$ cat config.mk
export PLATFORM = sky130hd
export DESIGN_NAME = sado_scan_access
export DESIGN_NICKNAME = d
export VERILOG_FILES = /design/src/design/sado_sync.v /design/src/design/sado_scan_access.v
export VERILOG_INCLUDE_DIRS = /design/src /design/src/design
export SDC_FILE = /design/constraint.sdc
export NUM_CORES = 1
export LEC_CHECK = 0
export BUFFER_PORTS_ARGS = -buffer_cell sky130_fd_sc_hd__buf_2
export CORE_MARGIN = 3
export CORE_UTILIZATION = 62
export DETAILED_ROUTE_END_ITERATION = 12
export PLACE_DENSITY = 0.82
export SLEW_MARGIN = 20
export SYNTH_ARGS = -nofsm -noshare
export SYNTH_HDL_FRONTEND = slang
export SYNTH_SLANG_ARGS = --single-unit
$ cat constraint.sdc
create_clock -name mclk -period 3.1 [get_ports mclk]
set_input_delay 0 -clock mclk [delete_from_list [all_inputs] [get_ports mclk]]
set_output_delay 0 -clock mclk [all_outputs]
set_load 0.005 [all_outputs]
$ cat src/design/sado_defines.vh
// Purpose: Constants for the scan access and output disable block
// Assumes: Included by its bare name
// Notes:   Summary of operation
// Summary of operation
// - Sample mode-select and data-in on each rising test-clock edge.
// - Shift selected register out on data-out, changing only on falling edges.
// - Data-out floats except while a register scan is shifting.
// - Data-out also floats whenever the global output disable is active.
// - Test reset high hands device control to the scan system.
// - Test reset low or open: functional mode, scan inputs ignored.
// - Test reset high: both emulator lines are scan-directed interrupt lines.
// - Test reset low: line a high with line b low floats every device output driver.
// - Host-port ready output floats while output disable is active.
`ifndef SADO_DEFINES_VH
`define SADO_DEFINES_VH
`define SADO_IR_WIDTH      4
`define SADO_IR_CAPTURE    4'h1
`define SADO_IR_EXTEST     4'h0
`define SADO_IR_IDCODE     4'h2
`define SADO_IR_EMUCTRL    4'h8
`define SADO_IR_BYPASS     4'hF
`define SADO_IDCODE        32'h00000001
`define SADO_EMU_WIDTH     4
`define SADO_ST_RESET      4'hF
`define SADO_ST_IDLE       4'hC
`define SADO_ST_SELDR      4'h7
`define SADO_ST_CAPDR      4'h6
`define SADO_ST_SHDR       4'h2
`define SADO_ST_EX1DR      4'h1
`define SADO_ST_PAUSEDR    4'h3
`define SADO_ST_EX2DR      4'h0
`define SADO_ST_UPDDR      4'h5
`define SADO_ST_SELIR      4'h4
`define SADO_ST_CAPIR      4'hE
`define SADO_ST_SHIR       4'hA
`define SADO_ST_EX1IR      4'h9
`define SADO_ST_PAUSEIR    4'hB
`define SADO_ST_EX2IR      4'h8
`define SADO_ST_UPDIR      4'hD
`endif

$ cat src/design/sado_sync.v
// Purpose: Three-stage synchroniser with agreement filter
// Assumes: Asynchronous level inputs, mclk domain
// Notes:   Output changes once stages two and three agree
`timescale 1ns/1ps
module sado_sync #(
   parameter WIDTH = 1
) (
   // Clock and reset
   input  wire             mclk,
   input  wire             reset,
   // Data
   input  wire [WIDTH-1:0] asyncIn,
   output reg  [WIDTH-1:0] syncOut
);
   reg [WIDTH-1:0] stage1;
   reg [WIDTH-1:0] stage2;
   reg [WIDTH-1:0] stage3;
   integer i;

   // First stage is read only by the second
   always @(posedge mclk) begin
      if (reset) begin
         stage1  <= {WIDTH{1'b0}};
         stage2  <= {WIDTH{1'b0}};
         stage3  <= {WIDTH{1'b0}};
         syncOut <= {WIDTH{1'b0}};
      end else begin
         stage1 <= asyncIn;
         stage2 <= stage1;
         stage3 <= stage2;
         for (i = 0; i < WIDTH; i = i + 1) begin
            if (stage2[i] == stage3[i]) begin
               syncOut[i] <= stage3[i];
            end
         end
      end
   end
endmodule

$ cat src/design/sado_scan_access.v
// Purpose: Scan access port, emulator lines and global output disable
// Assumes: Test clock far slower than mclk, sampled as a plain input
// Notes:   Test logic advances on detected test-clock edges only
`timescale 1ns/1ps
`include "sado_defines.vh"
module sado_scan_access #(
   parameter IR_WIDTH  = `SADO_IR_WIDTH,
   parameter EMU_WIDTH = `SADO_EMU_WIDTH
) (
   // Clock and reset
   input  wire mclk,
   input  wire reset,
   // Scan port pins
   input  wire testClock,
   input  wire testModeSelect,
   input  wire testDataIn,
   input  wire testReset,
   output reg  testDataOut,
   output reg  testDataOutEn,
   // Emulator lines, three signals each
   input  wire emulator_event_line_a_in,
   output reg  emulator_event_line_a_out,
   output reg  emulator_event_line_a_oe,
   input  wire emulator_line_b_output_disable_in,
   output reg  emulator_line_b_output_disable_out,
   output reg  emulator_line_b_output_disable_oe,
   // Device side
   input  wire hostReadyIn,
   input  wire hostInterruptIn,
   input  wire emuEventAIn,
   input  wire emuEventBIn,
   output reg  host_port_ready_out,
   output reg  host_port_ready_out_oe,
   output reg  host_interrupt_out,
   output reg  host_interrupt_out_oe,
   output reg  emuEventAOut,
   output reg  emuEventBOut,
   output reg  scanControl,
   output reg  outputsEnabled
);
   wire [5:0] syncPins;
   reg        tckPrev;
   reg  [3:0] tapState;
   reg  [3:0] next_tapState;
   reg  [IR_WIDTH-1:0]  instr;
   reg  [IR_WIDTH-1:0]  irShift;
   reg  [31:0]          drShift;
   reg  [EMU_WIDTH-1:0] emuCtrl;
   reg                  tdoBit;
   reg                  shiftActive;

   wire tck       = syncPins[0];
   wire tms       = syncPins[1];
   wire tdi       = syncPins[2];
   wire trst      = syncPins[3];
   wire lineA     = syncPins[4];
   wire lineB     = syncPins[5];
   wire tckRise   = tck & ~tckPrev;
   wire tckFall   = ~tck & tckPrev;
   // Test reset low ignores the scan port entirely
   wire scanOn    = trst;
   wire disableOn = ~trst & lineA & ~lineB;

   // Pins from outside the mclk domain
   sado_sync #(.WIDTH(6)) uSync (
      .mclk    (mclk),
      .reset   (reset),
      .asyncIn ({emulator_line_b_output_disable_in, emulator_event_line_a_in,
                 testReset, testDataIn, testModeSelect, testClock}),
      .syncOut (syncPins)
   );

   // Length of the data register picked by the instruction
   function [5:0] drLength;
      input [IR_WIDTH-1:0] ir;
      begin
         case (ir)
            `SADO_IR_IDCODE:  drLength = 6'd32;
            `SADO_IR_EMUCTRL: drLength = 6'd4;
            default:          drLength = 6'd1;
         endcase
      end
   endfunction

   // Standard sixteen-state sequence
   always @* begin
      case (tapState)
         `SADO_ST_RESET:   next_tapState = tms ? `SADO_ST_RESET : `SADO_ST_IDLE;
         `SADO_ST_IDLE:    next_tapState = tms ? `SADO_ST_SELDR : `SADO_ST_IDLE;
         `SADO_ST_SELDR:   next_tapState = tms ? `SADO_ST_SELIR : `SADO_ST_CAPDR;
         `SADO_ST_CAPDR:   next_tapState = tms ? `SADO_ST_EX1DR : `SADO_ST_SHDR;
         `SADO_ST_SHDR:    next_tapState = tms ? `SADO_ST_EX1DR : `SADO_ST_SHDR;
         `SADO_ST_EX1DR:   next_tapState = tms ? `SADO_ST_UPDDR : `SADO_ST_PAUSEDR;
         `SADO_ST_PAUSEDR: next_tapState = tms ? `SADO_ST_EX2DR : `SADO_ST_PAUSEDR;
         `SADO_ST_EX2DR:   next_tapState = tms ? `SADO_ST_UPDDR : `SADO_ST_SHDR;
         `SADO_ST_UPDDR:   next_tapState = tms ? `SADO_ST_SELDR : `SADO_ST_IDLE;
         `SADO_ST_SELIR:   next_tapState = tms ? `SADO_ST_RESET : `SADO_ST_CAPIR;
         `SADO_ST_CAPIR:   next_tapState = tms ? `SADO_ST_EX1IR : `SADO_ST_SHIR;
         `SADO_ST_SHIR:    next_tapState = tms ? `SADO_ST_EX1IR : `SADO_ST_SHIR;
         `SADO_ST_EX1IR:   next_tapState = tms ? `SADO_ST_UPDIR : `SADO_ST_PAUSEIR;
         `SADO_ST_PAUSEIR: next_tapState = tms ? `SADO_ST_EX2IR : `SADO_ST_PAUSEIR;
         `SADO_ST_EX2IR:   next_tapState = tms ? `SADO_ST_UPDIR : `SADO_ST_SHIR;
         `SADO_ST_UPDIR:   next_tapState = tms ? `SADO_ST_SELDR : `SADO_ST_IDLE;
         default:          next_tapState = `SADO_ST_RESET;
      endcase
   end

   // Rising edge work: state, capture and shift-in
   always @(posedge mclk) begin
      if (reset) begin
         tckPrev  <= 1'b0;
         tapState <= `SADO_ST_RESET;
         instr    <= `SADO_IR_IDCODE;
         irShift  <= {IR_WIDTH{1'b0}};
         drShift  <= 32'h00000000;
         emuCtrl  <= {EMU_WIDTH{1'b0}};
      end else begin
         tckPrev <= tck;
         if (!scanOn) begin
            // Held in reset while functional, so scan pins have no effect
            tapState <= `SADO_ST_RESET;
            instr    <= `SADO_IR_IDCODE;
            emuCtrl  <= {EMU_WIDTH{1'b0}};
         end else if (tckRise) begin
            tapState <= next_tapState;
            case (tapState)
               `SADO_ST_RESET: instr <= `SADO_IR_IDCODE;
               `SADO_ST_CAPIR: irShift <= `SADO_IR_CAPTURE;
               `SADO_ST_SHIR:  irShift <= {tdi, irShift[IR_WIDTH-1:1]};
               `SADO_ST_UPDIR: instr <= irShift;
               `SADO_ST_CAPDR: begin
                  if (instr == `SADO_IR_IDCODE) begin
                     drShift <= `SADO_IDCODE;
                  end else if (instr == `SADO_IR_EMUCTRL) begin
                     drShift <= {28'h0000000, lineB, lineA, emuCtrl[1:0]};
                  end else begin
                     drShift <= 32'h00000000;
                  end
               end
               `SADO_ST_SHDR: begin
                  // Insert at the top of the selected length
                  drShift <= (drShift >> 1) |
                             ({31'h00000000, tdi} << (drLength(instr) - 6'd1));
               end
               `SADO_ST_UPDDR: begin
                  if (instr == `SADO_IR_EMUCTRL) begin
                     emuCtrl <= drShift[EMU_WIDTH-1:0];
                  end
               end
               default: begin
                  instr <= instr;
               end
            endcase
         end
      end
   end

   // Falling edge work: data-out changes here only
   always @(posedge mclk) begin
      if (reset) begin
         tdoBit      <= 1'b0;
         shiftActive <= 1'b0;
      end else if (!scanOn) begin
         shiftActive <= 1'b0;
      end else if (tckFall) begin
         shiftActive <= (tapState == `SADO_ST_SHDR) || (tapState == `SADO_ST_SHIR);
         tdoBit      <= (tapState == `SADO_ST_SHIR) ? irShift[0] : drShift[0];
      end
   end

   // Registered pin drivers and device-side controls
   always @(posedge mclk) begin
      if (reset) begin
         testDataOut                        <= 1'b0;
         testDataOutEn                      <= 1'b0;
         emulator_event_line_a_out          <= 1'b0;
         emulator_event_line_a_oe           <= 1'b0;
         emulator_line_b_output_disable_out <= 1'b0;
         emulator_line_b_output_disable_oe  <= 1'b0;
         host_port_ready_out                <= 1'b0;
         host_port_ready_out_oe             <= 1'b0;
         host_interrupt_out                 <= 1'b0;
         host_interrupt_out_oe              <= 1'b0;
         emuEventAOut                       <= 1'b0;
         emuEventBOut                       <= 1'b0;
         scanControl                        <= 1'b0;
         outputsEnabled                     <= 1'b1;
      end else begin
         testDataOut    <= tdoBit;
         testDataOutEn  <= shiftActive & ~disableOn;
         scanControl    <= scanOn;
         outputsEnabled <= ~disableOn;
         // Emulator lines: direction from scan control bits 2 and 3
         emulator_event_line_a_out          <= emuCtrl[0] | emuEventAIn;
         emulator_event_line_a_oe           <= scanOn & emuCtrl[2];
         emulator_line_b_output_disable_out <= emuCtrl[1] | emuEventBIn;
         emulator_line_b_output_disable_oe  <= scanOn & emuCtrl[3];
         emuEventAOut   <= scanOn & ~emuCtrl[2] & lineA;
         emuEventBOut   <= scanOn & ~emuCtrl[3] & lineB;
         host_port_ready_out    <= hostReadyIn;
         host_port_ready_out_oe <= ~disableOn;
         host_interrupt_out     <= hostInterruptIn;
         host_interrupt_out_oe  <= ~disableOn;
      end
   end
endmodule

Word level (Yosys, flattened, before mapping)
Index checks and enable logic that the tools add are counted.
- reduce and logical (&&, ||, !) cells: 14
- add/sub/neg operators: 1
- bitwise logic cells: 21
- muxes and demuxes: 24
- equality and inequality tests: 23
- shift operators: 1
- operators by type and width (cell ; count):
    $pmux W32 S2 ; 1
    $pmux W4 S12 ; 1
    $eq A4 B4 Y1 const B ; 9
    $or A31 B32 Y32 ; 1
    $shl A1 B6 Y32 ; 1
    $mux W6 ; 4
    $eq A4 B3 Y1 const B ; 4
    $pmux W4 S2 ; 2
    $eq A4 B2 Y1 const B ; 3
    $mux W2 ; 6
    $mux W3 ; 4
    $mux W4 ; 3
    $pmux W6 S2 ; 1
    $and A1 B1 Y1 ; 11
    $reduce_and A3 Y1 ; 3
    $not A1 Y1 ; 7
    $eq A1 B1 Y1 ; 6
    $reduce_bool A2 Y1 ; 3
    $reduce_or A2 Y1 ; 3
    $sub A6 B1 Y6 const B ; 1
    $eq A4 B1 Y1 const B ; 1
    $logic_not A4 Y1 ; 1
    $reduce_and A2 Y1 ; 2
    $reduce_or A3 Y1 ; 1
    3 further kinds ; 5
- word-level logic and storage cells: 114
- output and inout bits: 14
- bits in registers: 88
- input bits: 12

Longest topological paths before layout
- depth in word-level cells: 10
- depth in mapped cells: 7
- mapped depth without buffers: 4

Hierarchy
A second synthesis with hierarchy kept.
- cells, all modules: 313
- area, all modules: 3168.0 um^2
- by module, submodules not included (module ; cells an instance ; area each (um^2) ; instances ; sequential area each (um^2)):
    sado_scan_access ; 251 ; 2447.3 ; 1 ; 1281.2
    sado_sync ; 62 ; 720.7 ; 1 ; 480.5

Worst setup path before layout
OpenSTA, ideal clock, no wires.
- path type: register to register
- from: register tapState[0]
- to: register drShift[3]
- required time: 2968 ps
- library setup time: 132 ps
- clock period less this slack: 1462 ps
- buffers on the path: 1
- data arrival time: 1331 ps
- stages on the path, launching flop included: 6
- setup slack: 1638 ps
- path through: dfxtp_1 -> buf_6 -> nor4b_4 -> and2b_2 -> a221oi_1 -> nor3_1
- word-level cells in the longest chain between the ends: 3
- elaborated cells on any way between the ends: 5
- classes of those cells: eq/ne: 2; mux: 1; reduce/logical: 2
- ends and longest elaborated chain (item ; RTL line ; RTL):
    start, declared ; sado_scan_access.v:43 ; reg [3:0] tapState;
    start signal, assigned ; sado_scan_access.v:112 ; tapState <= `SADO_ST_RESET;
    start signal, assigned ; sado_scan_access.v:121 ; tapState <= `SADO_ST_RESET;
    start signal, assigned ; sado_scan_access.v:125 ; tapState <= next_tapState;
    $eq A4 B2 Y1 or $eq A4 B3 Y1 (tied branches) ; sado_scan_access.v:126 ; case (tapState)
    $reduce_bool A2 Y1 (no line) ; - ;
    $reduce_and A3 Y1 (no line) ; - ;
    end signal, assigned ; sado_scan_access.v:133 ; drShift <= `SADO_IDCODE;
    end signal, assigned ; sado_scan_access.v:135 ; drShift <= {28'h0000000, lineB, lineA, emuCtrl[1:0]};
    end signal, assigned ; sado_scan_access.v:142 ; drShift <= (drShift >> 1) |
    end, declared ; sado_scan_access.v:47 ; reg [31:0] drShift;
Several ways; a longest one is shown, not always the timed one.
A chain may end at the register's enable or synchronous reset.

Final worst setup path
- from: register uSync.syncOut[0]
- to: register drShift[3]
- word-level cells in the longest chain between the ends: 2
- ends and longest elaborated chain (item ; RTL line ; RTL):
    start, declared ; sado_sync.v:13 ; output reg [WIDTH-1:0] syncOut
    start signal, assigned ; sado_sync.v:26 ; syncOut <= {WIDTH{1'b0}};
    start signal, assigned by index ; sado_sync.v:33 ; syncOut[i] <= stage3[i];
    $and A1 B1 Y1 ; sado_scan_access.v:58 ; wire tckRise = tck & ~tckPrev;
    $reduce_and A3 Y1 (no line) ; - ;
No other way between the ends.

==> run metrics <==
result of the run=finished, final reports clean; area of the placeable core=between 4000 and 5000 sq um; logic gate share of total power=2.3%; number of enable flip-flop cells after synthesis=0; data required time at the worst endpoint=between 3 and 4 ns; Total Die Area=6000 sq um; Routability Congestion=0.873; Antenna Diode Count=0; CTS sink cnt=88; total of hold buffers inserted after clock tree synthesis=10; sequential power share=58.0%; CTS tree=built; number of top-level pins=26; synthesis-stage register bit count=88; clock group share of total power=around two fifths; headroom to the max-slew limit=between 50% and 60%; Vert. Die Dim=approximately 77 um; total count of max-transition violations in the final report=0; number of buffer cells added on primary ports=25; share of final-layout standard cells stronger than drive strength 1=between 10% and 20%; Cell Area, Synth=approximately 3200 sq um; net switching power=~410 uW; fraction of the yosys area taken by sequential cells=55.7%; Crit Path Class=register to register; sum of negative setup slack=0 ns; number of setup violations in the final report=0; via total after detailed routing=around 2200; average wire length per cell after detail routing=roughly 13 um; number of detailed-routing iterations run before antenna repair=5; total power of the final layout=slightly below 2000 uW; multi-input combinational cell area=approximately 1200 sq um; Syn-to-layout area delta=11.7%; dominant synthesized flop cell=sky130_fd_sc_hd__dfxtp_1; critical-path maximum fanout=36; final critical-path required period=2.08 ns; power density relative to cell area=roughly 560 nW/um^2; synthesis warning total=0; buffers from clock root to sink, at most=2; post-synth net total=~320; Post-Route Skew=~0.0042 ns; FF/Latch Area=1760 sq um; nature of the critical path endpoint=register; maximum resistive drop on vdd=between 300 and 400 uV; clock transition at the registers of the reported paths=approximately 0.080 ns; buffer type at the clock tree root=sky130_fd_sc_hd__clkbuf_8; Routed Wire Length=5.49 mm; leakage dissipation=approximately 0.0014 uW; FFs w/ async S/R, synth=0%; net count of the finished layout=350; Gate Count Post-Synth=a little over 300; post-DR vias/cell=5.40; Final Cell Area=3530 sq um; number of distinct library cells after synthesis=35; final worst path period share=approximately two thirds; final core utilization=roughly three quarters; number of failing hold endpoints at the final stage=0; number of post-CTS setup repair buffers=0; arrival time of data at the critical path endpoint=around 2.3 ns; Cell Int Power=1560 uW; number of gates given a new drive strength after cts=0; cell area reported after detailed placement=between 3000 and 4000 sq um; ANT nets after route=0; path class of the lowest-slack min-delay path=primary input to register; count of routing violations after the opening detailed-route iteration=139; worst setup slack for register-to-register paths=around 1.0 ns; RSZ-0062 raised after global routing=false; clock insertion delay at the later pin of the skew report=between 0.3 and 0.4 ns; Core Rows=25; Congestion Overflow GR=0; # placed instances=384; Max Clk Rate=0.482 GHz; wire length of the first global-routing pass=9.49 mm; die width=around 77 um; startpoint type of the worst setup path=register; switching part of the total power=between 20% and 30%; non-filler instance count after layout=just over 400; Clock H-tree levels=3; starting density of the core=65.7%; overall global routing resource usage=19.7%; placed wire-length estimate=3.49 mm; vias in the first global route=2095; slew at the pin closest to its max-slew limit=0.653 ns; detailed-route DRC error count=0; max-capacitance violation count=0; Post-Syn Area per Cell=slightly above 10 sq um; fillcell total=around 370; antenna violations before repair=0; number of buffers inserted during clock tree synthesis=9; pin count of the biggest net entering global routing=71
per-layer routing:
layer  wire [um]  up-vias  GRT usage, %
met4          70        0          6.05
met1        2580     1037          25.1
met5           0        -             0
li1            -     1125             -
met2        2570       47          31.1
met3         263        7          7.54
final cells by class:
| class | count | area share [%] |
|---|---|---|
| clock buffers | 10 | 3.89 |
| clock inverters | 6 | 1.84 |
| inverters | 5 | 0.531 |
| multi-input cells | 197 | 34.7 |
| flip-flops and latches | 88 | 49.8 |
| well taps | 67 | 2.37 |
| repair buffers | 37 | 6.80 |
state kept, by name (all words and copies together), names as in the netlist, 4 cells and up:
register / count
emuCtrl: 4
irShift: 4
uSync.syncOut: 6
uSync.stage2: 6
instr: 4
tapState: 4
drShift: 32
uSync.stage1: 6
uSync.stage3: 6
critical path: stages (launching register included):
cell and delay, ns:
sky130_fd_sc_hd__dfxtp_1 0.44, sky130_fd_sc_hd__nor2b_1 0.49, sky130_fd_sc_hd__nand4_4 0.50, sky130_fd_sc_hd__a221oi_1 0.42, sky130_fd_sc_hd__nor3_1 0.09
cell usage after synthesis (4+ instances only):
master,number,share of area [%]
sky130_fd_sc_hd__o21ai_0,11,1.7
sky130_fd_sc_hd__inv_1,5,0.59
sky130_fd_sc_hd__nor3b_1,6,1.4
sky130_fd_sc_hd__a221oi_1,5,1.4
sky130_fd_sc_hd__mux2i_1,9,2.8
sky130_fd_sc_hd__a22oi_1,30,7.1
sky130_fd_sc_hd__buf_6,4,1.4
sky130_fd_sc_hd__nand4_1,4,0.79
sky130_fd_sc_hd__dfxtp_1,88,56
sky130_fd_sc_hd__nor2b_1,31,6.1
sky130_fd_sc_hd__a21oi_1,12,1.9
sky130_fd_sc_hd__clkbuf_1,10,1.2
sky130_fd_sc_hd__nand2_1,14,1.7
sky130_fd_sc_hd__nor2_1,46,5.5
sky130_fd_sc_hd__buf_4,4,0.95
logic make-up after synthesis:
logic type / Yosys count / synth area share [%]
flip-flops: 88 / 55.7
multiplexers: 9 / 2.85
buffers and inverters: 26 / 5.54
AND/OR/NAND/NOR: 121 / 21.2
AO/OA/AOI/OAI: 67 / 14.7
placed cells by master (no fill, tap or decap):
cell type / Yosys / layout
sky130_fd_sc_hd__clkinvlp_4: 0 / 1
sky130_fd_sc_hd__nor4b_2: 1 / 1
sky130_fd_sc_hd__nand4_1: 4 / 4
sky130_fd_sc_hd__inv_6: 0 / 2
sky130_fd_sc_hd__nand2_1: 14 / 14
sky130_fd_sc_hd__nand3b_1: 2 / 2
sky130_fd_sc_hd__and4bb_2: 1 / 1
sky130_fd_sc_hd__o221a_2: 1 / 1
sky130_fd_sc_hd__a32oi_1: 1 / 1
sky130_fd_sc_hd__or2b_1: 1 / 1
sky130_fd_sc_hd__nor3b_1: 6 / 6
sky130_fd_sc_hd__o41ai_2: 1 / 1
sky130_fd_sc_hd__nor2b_1: 31 / 31
sky130_fd_sc_hd__nor3_2: 1 / 1
sky130_fd_sc_hd__nor2_1: 46 / 46
sky130_fd_sc_hd__clkinv_2: 0 / 2
sky130_fd_sc_hd__nand2b_1: 3 / 3
sky130_fd_sc_hd__buf_4: 4 / 2
sky130_fd_sc_hd__inv_1: 5 / 5
sky130_fd_sc_hd__clkbuf_8: 0 / 10
sky130_fd_sc_hd__nand4_4: 1 / 1
sky130_fd_sc_hd__nor4b_4: 1 / 1
sky130_fd_sc_hd__o211ai_1: 3 / 3
sky130_fd_sc_hd__dfxtp_1: 88 / 88
sky130_fd_sc_hd__a311oi_1: 1 / 1
sky130_fd_sc_hd__and2b_1: 2 / 2
sky130_fd_sc_hd__and2b_2: 1 / 1
sky130_fd_sc_hd__buf_2: 0 / 25
sky130_fd_sc_hd__nor3_1: 3 / 3
sky130_fd_sc_hd__a21oi_1: 12 / 12
sky130_fd_sc_hd__dlygate4sd3_1: 0 / 10
sky130_fd_sc_hd__and2_1: 3 / 3
sky130_fd_sc_hd__a22oi_1: 30 / 30
sky130_fd_sc_hd__a221oi_1: 5 / 5
sky130_fd_sc_hd__mux2i_1: 9 / 9
sky130_fd_sc_hd__bufinv_16: 0 / 1
sky130_fd_sc_hd__o21ai_0: 11 / 11
sky130_fd_sc_hd__a21o_1: 2 / 2
power by group through the flow:
stage / combinational (uW) / sequential, uW / clock [uW]
after floorplan: 23.1 / 1170 / 0
after global placement: 35.5 / 1170 / 0
after detailed placement: 36.2 / 1170 / 0
after CTS: 45.8 / 1150 / 802
after global routing: 50.7 / 1150 / 848
final: 45.3 / 1150 / 785
worst paths after layout:
path              cells past startpoint                          to                          start
hold / removal                        3     drShift[6]$_SDFFE_PP0P_                          reset
setup / recovery                      4     drShift[3]$_SDFFE_PP0P_  uSync.syncOut[0]$_SDFFE_PP0N_
setup reg to reg                      4     drShift[3]$_SDFFE_PP0P_  uSync.syncOut[0]$_SDFFE_PP0N_
hold reg to reg                       1  uSync.stage2[0]$_SDFF_PP0_     uSync.stage1[0]$_SDFF_PP0_
per-stage QoR:
stage               hold WS (ns)  setup WS, ns
global route               0.313         0.849
floorplan                  0.116          1.64
global placement           0.203          1.17
detailed placement         0.211          1.07
finish                     0.287          1.02
CTS                        0.278          1.03
No activity file was read; power rests on OpenSTA's default activity.
